--- src/pkg/tpts_defines.svh ---
// timing constants, field widths and reset values for the tdm port timing selector
`ifndef TPTS_DEFINES_SVH
`define TPTS_DEFINES_SVH

`define TPTS_FRAME_RATE_KHZ     8
`define TPTS_FRAME_PERIOD_US    125
`define TPTS_SER_REF_LO_KHZ     4096
`define TPTS_SER_REF_HI_KHZ     8192
`define TPTS_PAR_CLK_MAX_KHZ    19440
`define TPTS_SYS_CLK_KHZ        250000
`define TPTS_SER_CLKS_LO        (`TPTS_SER_REF_LO_KHZ / `TPTS_FRAME_RATE_KHZ)
`define TPTS_SER_CLKS_HI        (`TPTS_SER_REF_HI_KHZ / `TPTS_FRAME_RATE_KHZ)
`define TPTS_PAR_BYTES_DEF      (`TPTS_PAR_CLK_MAX_KHZ / `TPTS_FRAME_RATE_KHZ)
`define TPTS_SYS_PER_PAR_CLK    (`TPTS_SYS_CLK_KHZ / `TPTS_PAR_CLK_MAX_KHZ)
`define TPTS_CNT_W              12
`define TPTS_CNT_RST            12'h000
`define TPTS_BYTE_RST           8'h00
`define TPTS_CTRL_RST           4'h0

`endif

--- src/pkg/tpts_pkg.sv ---
// types shared by the tdm port timing selector
package tpts_pkg;

  typedef enum logic [1:0] {
    timing_mode_1 = 2'b00,
    timing_mode_2 = 2'b01,
    timing_mode_3 = 2'b10,
    timing_mode_4 = 2'b11
  } tpts_mode_type;

  typedef struct packed {
    logic        prev;
  } tpts_edge_state_type;

  typedef struct packed {
    logic        ser_pin_prev;
    logic        ser_idle;
    logic        ser_fmt;
    logic [11:0] ser_cnt;
    logic        ser_start;
    logic        ser_strobe;
    logic        spck;
    logic        spck_oe;
    logic        fp_out;
    logic        fp_oe;
    logic [7:0]  rx_data;
    logic        rx_valid;
    logic        rx_frame_prev;
    logic        rx_start;
    logic [11:0] rx_cnt;
    logic [7:0]  tx_data;
    logic [3:0]  tx_ctrl;
    logic [11:0] tx_cnt;
    logic        tx_strobe;
    logic        tx_start;
    logic        ptf_out;
    logic        ptf_oe;
    logic        ptf_in_prev;
  } tpts_state_type;

endpackage

--- src/design/tpts_edge_det.sv ---
// edge detector for a clock-like input sampled on the system clock
`timescale 1ns/10ps
module tpts_edge_det (
  input  wire logic clk,
  input  wire logic rst,
  input  wire logic sig,
  output logic      rise,
  output logic      fall
);

  tpts_pkg::tpts_edge_state_type state_r;
  tpts_pkg::tpts_edge_state_type state_nxt;

  always_comb begin
    state_nxt      = state_r;
    state_nxt.prev = sig;
  end

  always_ff @(posedge clk) begin
    if (rst) begin
      state_r <= '0;
    end else begin
      state_r <= state_nxt;
    end
  end

  assign rise = sig & ~state_r.prev;
  assign fall = ~sig & state_r.prev;

endmodule // tpts_edge_det

--- src/design/tpts_top.sv ---
// timing mode clock and frame source selection for the serial and parallel tdm ports
// Notes on behaviour
// - serial frame pulse recurs at 8 kHz, one per 125 us serial frame
// - mode 1: frame pin is input, polarity sensed, port adapts to it
// - mode 2 with direction input: frame pin input, polarity from polarity control
// - mode 2 driving, and mode 3: frame pulse driven, aligned to port clock
// - mode 4: serial frame pin neither driven nor sampled
// - reference select low makes clock reference two active, 4.096 or 8.192 MHz
// - reference two ignored when reference select or internal clock select high
// - control lines carry connection memory control bits at parallel byte rate
// - transmit bytes leave on the parallel data outputs, up to 19.44 Mbyte/s
// - transmit frame pin is normally an output marking each frame start
// - direction input set: transmit frame pin taken from a peer device
// - transmit frame pin used in every mode except mode 3
// - receive clock from far end clocks in receive data and frame
// - modes 2, 3, 4 clock both parallel directions from the receive clock
// - mode 1 clocks transmit outputs on transmit clock; otherwise it is ignored
// - mode 3: receive frame pulse is frame reference for both parallel directions
// - modes 2 and 3 output a 4.096 MHz port clock from the selected reference
// - mode 1 or 8.192 MHz: data shifts directly on selected reference
`timescale 1ns/10ps
`include "tpts_defines.svh"
module tpts_top #(
  parameter logic [11:0] PAR_FRAME_BYTES = 12'(`TPTS_PAR_BYTES_DEF)
) (
  input  wire logic        SYS_CLK,
  input  wire logic        RST,
  input  wire logic [1:0]  TIMING_MODE,
  input  wire logic        SERIAL_FRAME_DIR_INPUT,
  input  wire logic        SERIAL_FRAME_POLARITY,
  input  wire logic        REF_SELECT_BIT,
  input  wire logic        INTERNAL_CLOCK_SELECT,
  input  wire logic        SERIAL_RATE_8M,
  input  wire logic        PAR_FRAME_DIR_INPUT,
  input  wire logic        SERIAL_CLOCK_REF_1,
  input  wire logic        SERIAL_CLOCK_REF_2,
  input  wire logic        INTERNAL_CLOCK_REF,
  input  wire logic        SERIAL_FRAME_PULSE_IN,
  output logic             SERIAL_FRAME_PULSE_OUT,
  output logic             SERIAL_FRAME_PULSE_OE,
  output logic             SERIAL_PORT_CLOCK_OUT,
  output logic             SERIAL_PORT_CLOCK_OE,
  output logic             SERIAL_SHIFT_STROBE,
  output logic             SERIAL_FRAME_START,
  output logic             SERIAL_FRAME_FORMAT,
  output logic [11:0]      SERIAL_BIT_COUNT,
  input  wire logic        PAR_RX_CLOCK,
  input  wire logic        PAR_TX_CLOCK,
  input  wire logic        PAR_RX_FRAME,
  input  wire logic [7:0]  PAR_DATA_IN,
  output logic [7:0]       PAR_RX_DATA,
  output logic             PAR_RX_VALID,
  output logic             PAR_RX_FRAME_START,
  output logic [11:0]      PAR_RX_COUNT,
  input  wire logic [7:0]  TX_BYTE,
  input  wire logic [3:0]  TX_CTRL_BITS,
  output logic             PAR_TX_STROBE,
  output logic             PAR_TX_FRAME_START,
  output logic [11:0]      PAR_TX_COUNT,
  output logic [7:0]       PAR_DATA_OUT,
  output logic [3:0]       EXT_CONTROL_LINES,
  input  wire logic        PAR_TX_FRAME_IN,
  output logic             PAR_TX_FRAME_OUT,
  output logic             PAR_TX_FRAME_OE
);

  localparam logic [11:0] SER_LAST_LO = 12'(`TPTS_SER_CLKS_LO - 1);
  localparam logic [11:0] SER_LAST_HI = 12'(`TPTS_SER_CLKS_HI - 1);
  localparam logic [11:0] PAR_LAST    = PAR_FRAME_BYTES - 12'h001;

  tpts_pkg::tpts_state_type state_r;
  tpts_pkg::tpts_state_type state_nxt;
  tpts_pkg::tpts_mode_type  mode;

  logic        ser_ref;
  logic        ser_rise;
  logic        ser_fall;
  logic        rx_rise;
  logic        tx_clk_sel;
  logic        tx_rise;

  // counter step with wrap at the last position of a frame
  function automatic logic [11:0] inc_wrap(input logic [11:0] cnt, input logic [11:0] last);
    logic [11:0] res;
    res = 12'h000;
    if (cnt >= last) begin
      res = 12'h000;
    end else begin
      res = cnt + 12'h001;
    end
    return res;
  endfunction

  assign mode = tpts_pkg::tpts_mode_type'(TIMING_MODE);

  // serial reference choice: internal, reference one, or reference two
  always_comb begin
    if (INTERNAL_CLOCK_SELECT) begin
      ser_ref = INTERNAL_CLOCK_REF;
    end else if (REF_SELECT_BIT) begin
      ser_ref = SERIAL_CLOCK_REF_1;
    end else begin
      ser_ref = SERIAL_CLOCK_REF_2;
    end
  end

  // transmit parallel clock: own clock in mode 1, receive clock otherwise
  always_comb begin
    if (mode == tpts_pkg::timing_mode_1) begin
      tx_clk_sel = PAR_TX_CLOCK;
    end else begin
      tx_clk_sel = PAR_RX_CLOCK;
    end
  end

  tpts_edge_det u_ser_edge (
    .clk  (SYS_CLK),
    .rst  (RST),
    .sig  (ser_ref),
    .rise (ser_rise),
    .fall (ser_fall)
  );

  tpts_edge_det u_rx_edge (
    .clk  (SYS_CLK),
    .rst  (RST),
    .sig  (PAR_RX_CLOCK),
    .rise (rx_rise),
    .fall ()
  );

  tpts_edge_det u_tx_edge (
    .clk  (SYS_CLK),
    .rst  (RST),
    .sig  (tx_clk_sel),
    .rise (tx_rise),
    .fall ()
  );

  always_comb begin
    logic        fp_in_mode;
    logic        fp_drive;
    logic        fp_pol;
    logic        fp_edge;
    logic        pin;
    logic [11:0] ser_last;
    logic        rx_edge;
    logic        tx_ref_edge;
    logic        tx_own_frame;
    logic [11:0] tx_next;

    fp_in_mode   = 1'b0;
    fp_drive     = 1'b0;
    fp_pol       = 1'b0;
    fp_edge      = 1'b0;
    pin          = SERIAL_FRAME_PULSE_IN;
    ser_last     = SERIAL_RATE_8M ? SER_LAST_HI : SER_LAST_LO;
    rx_edge      = 1'b0;
    tx_ref_edge  = 1'b0;
    tx_own_frame = 1'b0;
    tx_next      = 12'h000;
    state_nxt    = state_r;

    state_nxt.ser_start  = 1'b0;
    state_nxt.ser_strobe = 1'b0;
    state_nxt.rx_valid   = 1'b0;
    state_nxt.rx_start   = 1'b0;
    state_nxt.tx_strobe  = 1'b0;
    state_nxt.tx_start   = 1'b0;

    // serial frame pin direction and expected polarity per mode
    unique case (mode)
      tpts_pkg::timing_mode_1: begin
        fp_in_mode = 1'b1;
        fp_pol     = ~state_r.ser_idle;
      end
      tpts_pkg::timing_mode_2: begin
        fp_in_mode = SERIAL_FRAME_DIR_INPUT;
        fp_drive   = ~SERIAL_FRAME_DIR_INPUT;
        fp_pol     = SERIAL_FRAME_POLARITY;
      end
      tpts_pkg::timing_mode_3: begin
        fp_drive = 1'b1;
        fp_pol   = SERIAL_FRAME_POLARITY;
      end
      tpts_pkg::timing_mode_4: begin
        fp_in_mode = 1'b0;
        fp_drive   = 1'b0;
      end
    endcase

    // serial side: count, start, strobe and frame pulse advance on the selected reference; format and drive follow the mode
    if (ser_rise) begin
      if (fp_in_mode) begin
        state_nxt.ser_pin_prev = pin;
        if (pin == state_r.ser_pin_prev) begin
          state_nxt.ser_idle = pin;
        end
        fp_edge = (pin == fp_pol) && (state_r.ser_pin_prev != fp_pol);
      end
      if (fp_edge) begin
        state_nxt.ser_cnt = 12'h000;
      end else begin
        state_nxt.ser_cnt = inc_wrap(state_r.ser_cnt, ser_last);
      end
      state_nxt.ser_start = fp_edge | (~fp_in_mode & (state_r.ser_cnt >= ser_last));
      state_nxt.fp_out    = ((state_r.ser_cnt + 12'h001) >= ser_last) ? fp_pol : ~fp_pol;
    end
    if (ser_fall) begin
      state_nxt.ser_strobe = 1'b1;
    end
    state_nxt.ser_fmt = fp_pol;
    state_nxt.fp_oe   = fp_drive;
    if (!fp_drive) begin
      state_nxt.fp_out = 1'b0;
    end

    // port clock out only in modes 2 and 3 at the 4.096 MHz rate
    if ((mode == tpts_pkg::timing_mode_2 || mode == tpts_pkg::timing_mode_3) && !SERIAL_RATE_8M) begin
      state_nxt.spck_oe = 1'b1;
      state_nxt.spck    = ser_ref;
    end else begin
      state_nxt.spck_oe = 1'b0;
      state_nxt.spck    = 1'b0;
    end

    // receive parallel port: byte and frame sampled on the receive clock
    if (rx_rise) begin
      state_nxt.rx_data       = PAR_DATA_IN;
      state_nxt.rx_valid      = 1'b1;
      state_nxt.rx_frame_prev = PAR_RX_FRAME;
      rx_edge                 = PAR_RX_FRAME & ~state_r.rx_frame_prev;
      if (rx_edge) begin
        state_nxt.rx_cnt   = 12'h000;
        state_nxt.rx_start = 1'b1;
      end else begin
        state_nxt.rx_cnt = inc_wrap(state_r.rx_cnt, PAR_LAST);
      end
    end

    // transmit parallel frame reference per mode and pin direction
    if (mode == tpts_pkg::timing_mode_3) begin
      tx_ref_edge = rx_rise & rx_edge;
    end else if (PAR_FRAME_DIR_INPUT) begin
      tx_ref_edge = tx_rise & PAR_TX_FRAME_IN & ~state_r.ptf_in_prev;
    end else begin
      tx_own_frame = 1'b1;
    end
    if (tx_rise) begin
      state_nxt.ptf_in_prev = PAR_TX_FRAME_IN & PAR_FRAME_DIR_INPUT & (mode != tpts_pkg::timing_mode_3);
    end

    // transmit parallel port: byte, control lines and frame marker per clock
    if (tx_rise) begin
      state_nxt.tx_data   = TX_BYTE;
      state_nxt.tx_ctrl   = TX_CTRL_BITS;
      state_nxt.tx_strobe = 1'b1;
      if (tx_ref_edge) begin
        tx_next = 12'h000;
      end else begin
        tx_next = inc_wrap(state_r.tx_cnt, PAR_LAST);
      end
      state_nxt.tx_cnt   = tx_next;
      state_nxt.tx_start = (tx_next == 12'h000);
      state_nxt.ptf_out  = tx_own_frame & (tx_next == 12'h000);
    end
    state_nxt.ptf_oe = tx_own_frame & (mode != tpts_pkg::timing_mode_3);
    if (!state_nxt.ptf_oe) begin
      state_nxt.ptf_out = 1'b0;
    end
  end

  always_ff @(posedge SYS_CLK) begin
    if (RST) begin
      state_r         <= '0;
      state_r.ser_cnt <= `TPTS_CNT_RST;
      state_r.rx_cnt  <= `TPTS_CNT_RST;
      state_r.tx_cnt  <= `TPTS_CNT_RST;
      state_r.rx_data <= `TPTS_BYTE_RST;
      state_r.tx_data <= `TPTS_BYTE_RST;
      state_r.tx_ctrl <= `TPTS_CTRL_RST;
    end else begin
      state_r <= state_nxt;
    end
  end

  assign SERIAL_FRAME_PULSE_OUT = state_r.fp_out;
  assign SERIAL_FRAME_PULSE_OE  = state_r.fp_oe;
  assign SERIAL_PORT_CLOCK_OUT  = state_r.spck;
  assign SERIAL_PORT_CLOCK_OE   = state_r.spck_oe;
  assign SERIAL_SHIFT_STROBE    = state_r.ser_strobe;
  assign SERIAL_FRAME_START     = state_r.ser_start;
  assign SERIAL_FRAME_FORMAT    = state_r.ser_fmt;
  assign SERIAL_BIT_COUNT       = state_r.ser_cnt;
  assign PAR_RX_DATA            = state_r.rx_data;
  assign PAR_RX_VALID           = state_r.rx_valid;
  assign PAR_RX_FRAME_START     = state_r.rx_start;
  assign PAR_RX_COUNT           = state_r.rx_cnt;
  assign PAR_TX_STROBE          = state_r.tx_strobe;
  assign PAR_TX_FRAME_START     = state_r.tx_start;
  assign PAR_TX_COUNT           = state_r.tx_cnt;
  assign PAR_DATA_OUT           = state_r.tx_data;
  assign EXT_CONTROL_LINES      = state_r.tx_ctrl;
  assign PAR_TX_FRAME_OUT       = state_r.ptf_out;
  assign PAR_TX_FRAME_OE        = state_r.ptf_oe;

endmodule // tpts_top

--- config.mk ---
export PLATFORM = sky130hd
export DESIGN_NAME = tpts_top
export DESIGN_NICKNAME = d
export VERILOG_FILES = /design/src/pkg/tpts_pkg.sv /design/src/design/tpts_edge_det.sv /design/src/design/tpts_top.sv
export VERILOG_INCLUDE_DIRS = /design/src /design/src/pkg
export SDC_FILE = /design/constraint.sdc
export NUM_CORES = 1
export LEC_CHECK = 0
export BUFFER_PORTS_ARGS = -buffer_cell sky130_fd_sc_hd__clkbuf_2
export CAP_MARGIN = 20
export CORE_MARGIN = 8
export CORE_UTILIZATION = 44
export DETAILED_ROUTE_END_ITERATION = 16
export GPL_TIMING_DRIVEN = 0
export PLACE_DENSITY_LB_ADDON = 0.05
export SLEW_MARGIN = 40
export SYNTH_ARGS = -nofsm -noshare
export SYNTH_HDL_FRONTEND = slang
export SYNTH_SLANG_ARGS = --single-unit
--- constraint.sdc ---
create_clock -name SYS_CLK -period 3.6 [get_ports SYS_CLK]
set_input_delay 0.36 -clock SYS_CLK [delete_from_list [all_inputs] [get_ports SYS_CLK]]
set_output_delay 0.36 -clock SYS_CLK [all_outputs]
set_load 0.03 [all_outputs]
==> summary by stage <==
Logic synthesis
The number of flops mapped to enable cells by yosys is 0. By area the synthesized netlist is led by sky130_fd_sc_hd__dfxtp_1, sky130_fd_sc_hd__buf_4, sky130_fd_sc_hd__nand2_1, sky130_fd_sc_hd__a21oi_1, sky130_fd_sc_hd__ha_1. The mapped netlist covers 4164 sq um. The cell taking the most area after synthesis is sky130_fd_sc_hd__dfxtp_1.

For this run, the register share of the synthesized area comes to 36.54%. Synthesis inferred 76 register bits. After synthesis, the most frequently instantiated cells are sky130_fd_sc_hd__dfxtp_1, sky130_fd_sc_hd__nand2_1, sky130_fd_sc_hd__buf_4, sky130_fd_sc_hd__a21oi_1, sky130_fd_sc_hd__nor2_1. The net count after synthesis is about 570. After synthesis, the share of flip-flops with an asynchronous set or reset is 0%. The dominant synthesized flop cell is sky130_fd_sc_hd__dfxtp_1. Yosys printed 0 warnings. Counting every instance in the synthesized netlist gives about 500. Of the post-synthesis cell area, the dominant cell type holds 36.54%. The distinct cell type count of the synthesized netlist is 58. The average instance in the mapped netlist occupies roughly 8 sq um.

Setup path
STA puts the critical path data required time at 3820 ps. The setup path with the least slack is of type reg -> reg. STA classifies the critical path startpoint as a flop. In this run the worst path has a maximum fanout of 9. Data arrives at the worst endpoint at 2560 ps.

The critical path capture point type is a flop.

Place
Summed over all nets, the half-perimeter wirelength after detailed placement is ~7900 um. In this run the tool buffered the top-level ports with approximately 110 buffer cells. The weighted congestion at the end of routability-driven global placement is roughly 0.83.

Clocking
For this design, the CTS-stage hold fixing added 0 buffers. TritonCTS built the clock tree. The number of sinks driven by the clock tree is 76. The quantity of gates resized following cts is 0.

The number of buffers on the longest clock path is 2. The cell sitting at the root of the clock tree is a sky130_fd_sc_hd__clkbuf_8. Counting the buffers created by CTS gives 9. The number of H-tree branching levels is 3.

The post-CTS setup buffer count is 0. The register clock-pin slew on the reported worst setup and hold paths is ~70 ps. The clock latency of the later-clocked register in the worst-skew pair is 350 ps.

STA
Setup violations remaining at the end of the flow were counted as 0. For the pin with the worst max-slew slack, the measured transition is 632.5 ps. The relative slew slack is about 58%. The worst-case clock skew is 8.073 ps. In the finished design, the share of the clock period the worst path needs comes to 64.90%.

The count of pins over their slew limit is 0. The timing-limited maximum frequency is 0.4280 GHz. The number of failing hold endpoints at the final stage is 0. The aggregate negative setup slack is 0 ps. Setup repair after global routing left no endpoint under its margin. The final critical delay including setup and external delays is ~2300 ps.

Power and ir drop
The maximum vdd ir drop is 188.3 uV. For this design the static power due to leakage is 0.002277 uW. Internal power comes to around 1300 uW. Summed over all nets, the switching power comes to between 500 and 600 uW.

The clock share of power is between 30% and 40%. The switching power share of the total is between 20 and 30%. The sequential power share is 48.2%. The power per cell area is 370.3 nW/um^2.

The total power draw is 1860 uW. The share of total power in combinational logic is 17.0%.

Die
The initialized floorplan defines 35 standard-cell rows. The floorplan step defined a die boundary enclosing 12,830 sq um. 107 I/O pins were placed. The height of the chip is 113.3 um. The effective utilization at floorplan is 45.28%. Measured along the x axis, the die boundary spans between 100 and 150 um. The core region is slightly above 9000 sq um.

Detailed routing
The first routing iteration left 111 violations. The total number of vias is 3,815. After detailed routing, the number of remaining DRC violations is 0.

Once detail routing completed, the nets flagged for antenna violations numbered 0. The total iterations of the first detailed-routing run is 5. Wires add up to 10,330 um.

Dividing the detail-routed wire length by the instance count gives about 14 um. The average vias per placed instance is 5.107.

Global routing
The number of antenna violations at the first check in global routing is 0. The number of global-route vias before repair is 3,723. The wire length of the first global-routing pass is 17,350 um. Across every metal layer, demand over resource in global routing totals 16.41%. The remaining global-route overflow is 0. Entering global routing, the biggest net connects 13 pins.

Hold path
The path class of the lowest-slack min-delay path is in -> reg.

Finish
The count of inserted antenna diode cells is 0. The fraction of layout instances using a drive strength above 1 is 31.92%. The count of nets after finishing is 684. Relative to the synthesized area, the layout overhead comes to 20.64%.

Job
Across the run, the number of max-cap violations was 0.

Outcome
The run finished with clean final reports.
-- logic make-up after synthesis --
| logic type | count (synthesis) | share of synthesized area, % |
|---|---|---|
| compound gates | 109 | 16.20 |
| xor+xnor | 10 | 2.104 |
| fa+ha+maj | 14 | 4.207 |
| buf+inv | 96 | 14.45 |
| flops | 76 | 36.54 |
| mux | 5 | 1.262 |
| simple gates | 205 | 25.24 |
-- power groups by stage --
stage | Clock, uW | Combinational, uW | Sequential (uW)
finish | 647 | 316 | 897
global placement | 0 | 315 | 916
detailed placement | 0 | 318 | 917
global route | 705 | 346 | 903
floorplan | 0 | 213 | 924
CTS | 668 | 320 | 897
-- stage by stage --
stage               hold WS (ps)  instances  instance area [sq um]  worst slack, ps  utilization (%)
floorplan                  432.4        515                   4164             1525                -
global placement           442.1        732                   4833             1286            52.56
detailed placement         446.9        732                   4833             1253            52.56
CTS                        193.4        747                   5024             1239            54.63
global route               197.5        747                   5024             1056            54.63
finish                     202.9        747                   5024             1263            54.63
-- worst max-delay path, stage by stage (launching register included) --
cell                       delay (ps)
sky130_fd_sc_hd__dfxtp_1          330
sky130_fd_sc_hd__buf_2            180
sky130_fd_sc_hd__nand4_1          180
sky130_fd_sc_hd__nor3_1           270
sky130_fd_sc_hd__xor2_1           220
sky130_fd_sc_hd__ha_1             260
sky130_fd_sc_hd__nand4_1           90
sky130_fd_sc_hd__nor3_1            60
sky130_fd_sc_hd__a221oi_1         350
sky130_fd_sc_hd__xor2_1           180
sky130_fd_sc_hd__a21oi_1           80
-- layout make-up --
cell class	count	area (sq um)
clock inverter	4	48.80
timing repair buffer	106	530.5
tap	111	138.9
inverter	13	48.80
buffer	83	553.0
fill	940	4173
sequential	76	1521
clock buffer	11	141.4
multi-input combinational	343	2041
-- layout by cell type (no fill, tap or decap), types with 4 or more instances in the layout --
master / instances
sky130_fd_sc_hd__and2_1: 4
sky130_fd_sc_hd__o21ai_1: 5
sky130_fd_sc_hd__nor2b_1: 9
sky130_fd_sc_hd__xor2_1: 7
sky130_fd_sc_hd__clkbuf_8: 10
sky130_fd_sc_hd__a31oi_1: 5
sky130_fd_sc_hd__nand2_1: 76
sky130_fd_sc_hd__a21o_1: 4
sky130_fd_sc_hd__dfxtp_1: 76
sky130_fd_sc_hd__clkbuf_2: 106
sky130_fd_sc_hd__o21ai_0: 22
sky130_fd_sc_hd__ha_1: 14
sky130_fd_sc_hd__and3_1: 9
sky130_fd_sc_hd__nor2_1: 25
sky130_fd_sc_hd__or3_1: 9
sky130_fd_sc_hd__inv_1: 13
sky130_fd_sc_hd__buf_4: 58
sky130_fd_sc_hd__nand4_1: 9
sky130_fd_sc_hd__nor3_1: 13
sky130_fd_sc_hd__clkbuf_1: 14
sky130_fd_sc_hd__nand3_1: 18
sky130_fd_sc_hd__nand2b_1: 10
sky130_fd_sc_hd__a21oi_1: 50
sky130_fd_sc_hd__buf_2: 7
-- path summary, 6_finish.rpt --
path,startpoint,to,slack (ps),depth (start not counted)
hold reg to reg,PAR_DATA_OUT[5]$_SDFFE_PP0N_,PAR_DATA_OUT[5]$_SDFFE_PP0N_,460,2
setup reg to reg,SERIAL_BIT_COUNT[2]$_SDFFE_PP0P_,SERIAL_FRAME_PULSE_OUT$_SDFFE_PP0P_,1260,10
setup / recovery,SERIAL_BIT_COUNT[2]$_SDFFE_PP0P_,SERIAL_FRAME_PULSE_OUT$_SDFFE_PP0P_,1260,10
hold / removal,SERIAL_RATE_8M,SERIAL_PORT_CLOCK_OE$_SDFF_PP0_,200,2
-- flip-flops by register name (all words and copies together), names as in the netlist, 4 cells and up --
register	count
state_r	4
SERIAL_BIT_COUNT	12
PAR_DATA_OUT	8
PAR_RX_COUNT	12
EXT_CONTROL_LINES	4
PAR_RX_DATA	8
PAR_TX_COUNT	12
-- metal layers --
| metal | track usage [%] | up-vias | wire, um |
|---|---|---|---|
| li1 | - | 1953 | - |
| met1 | 19.51 | 1774 | 4473 |
| met2 | 28.13 | 77 | 5166 |
| met3 | 3.461 | 11 | 545 |
| met4 | 6.572 | 0 | 140 |
| met5 | 0 | - | 0 |
No activity file was read; power rests on OpenSTA's default activity.
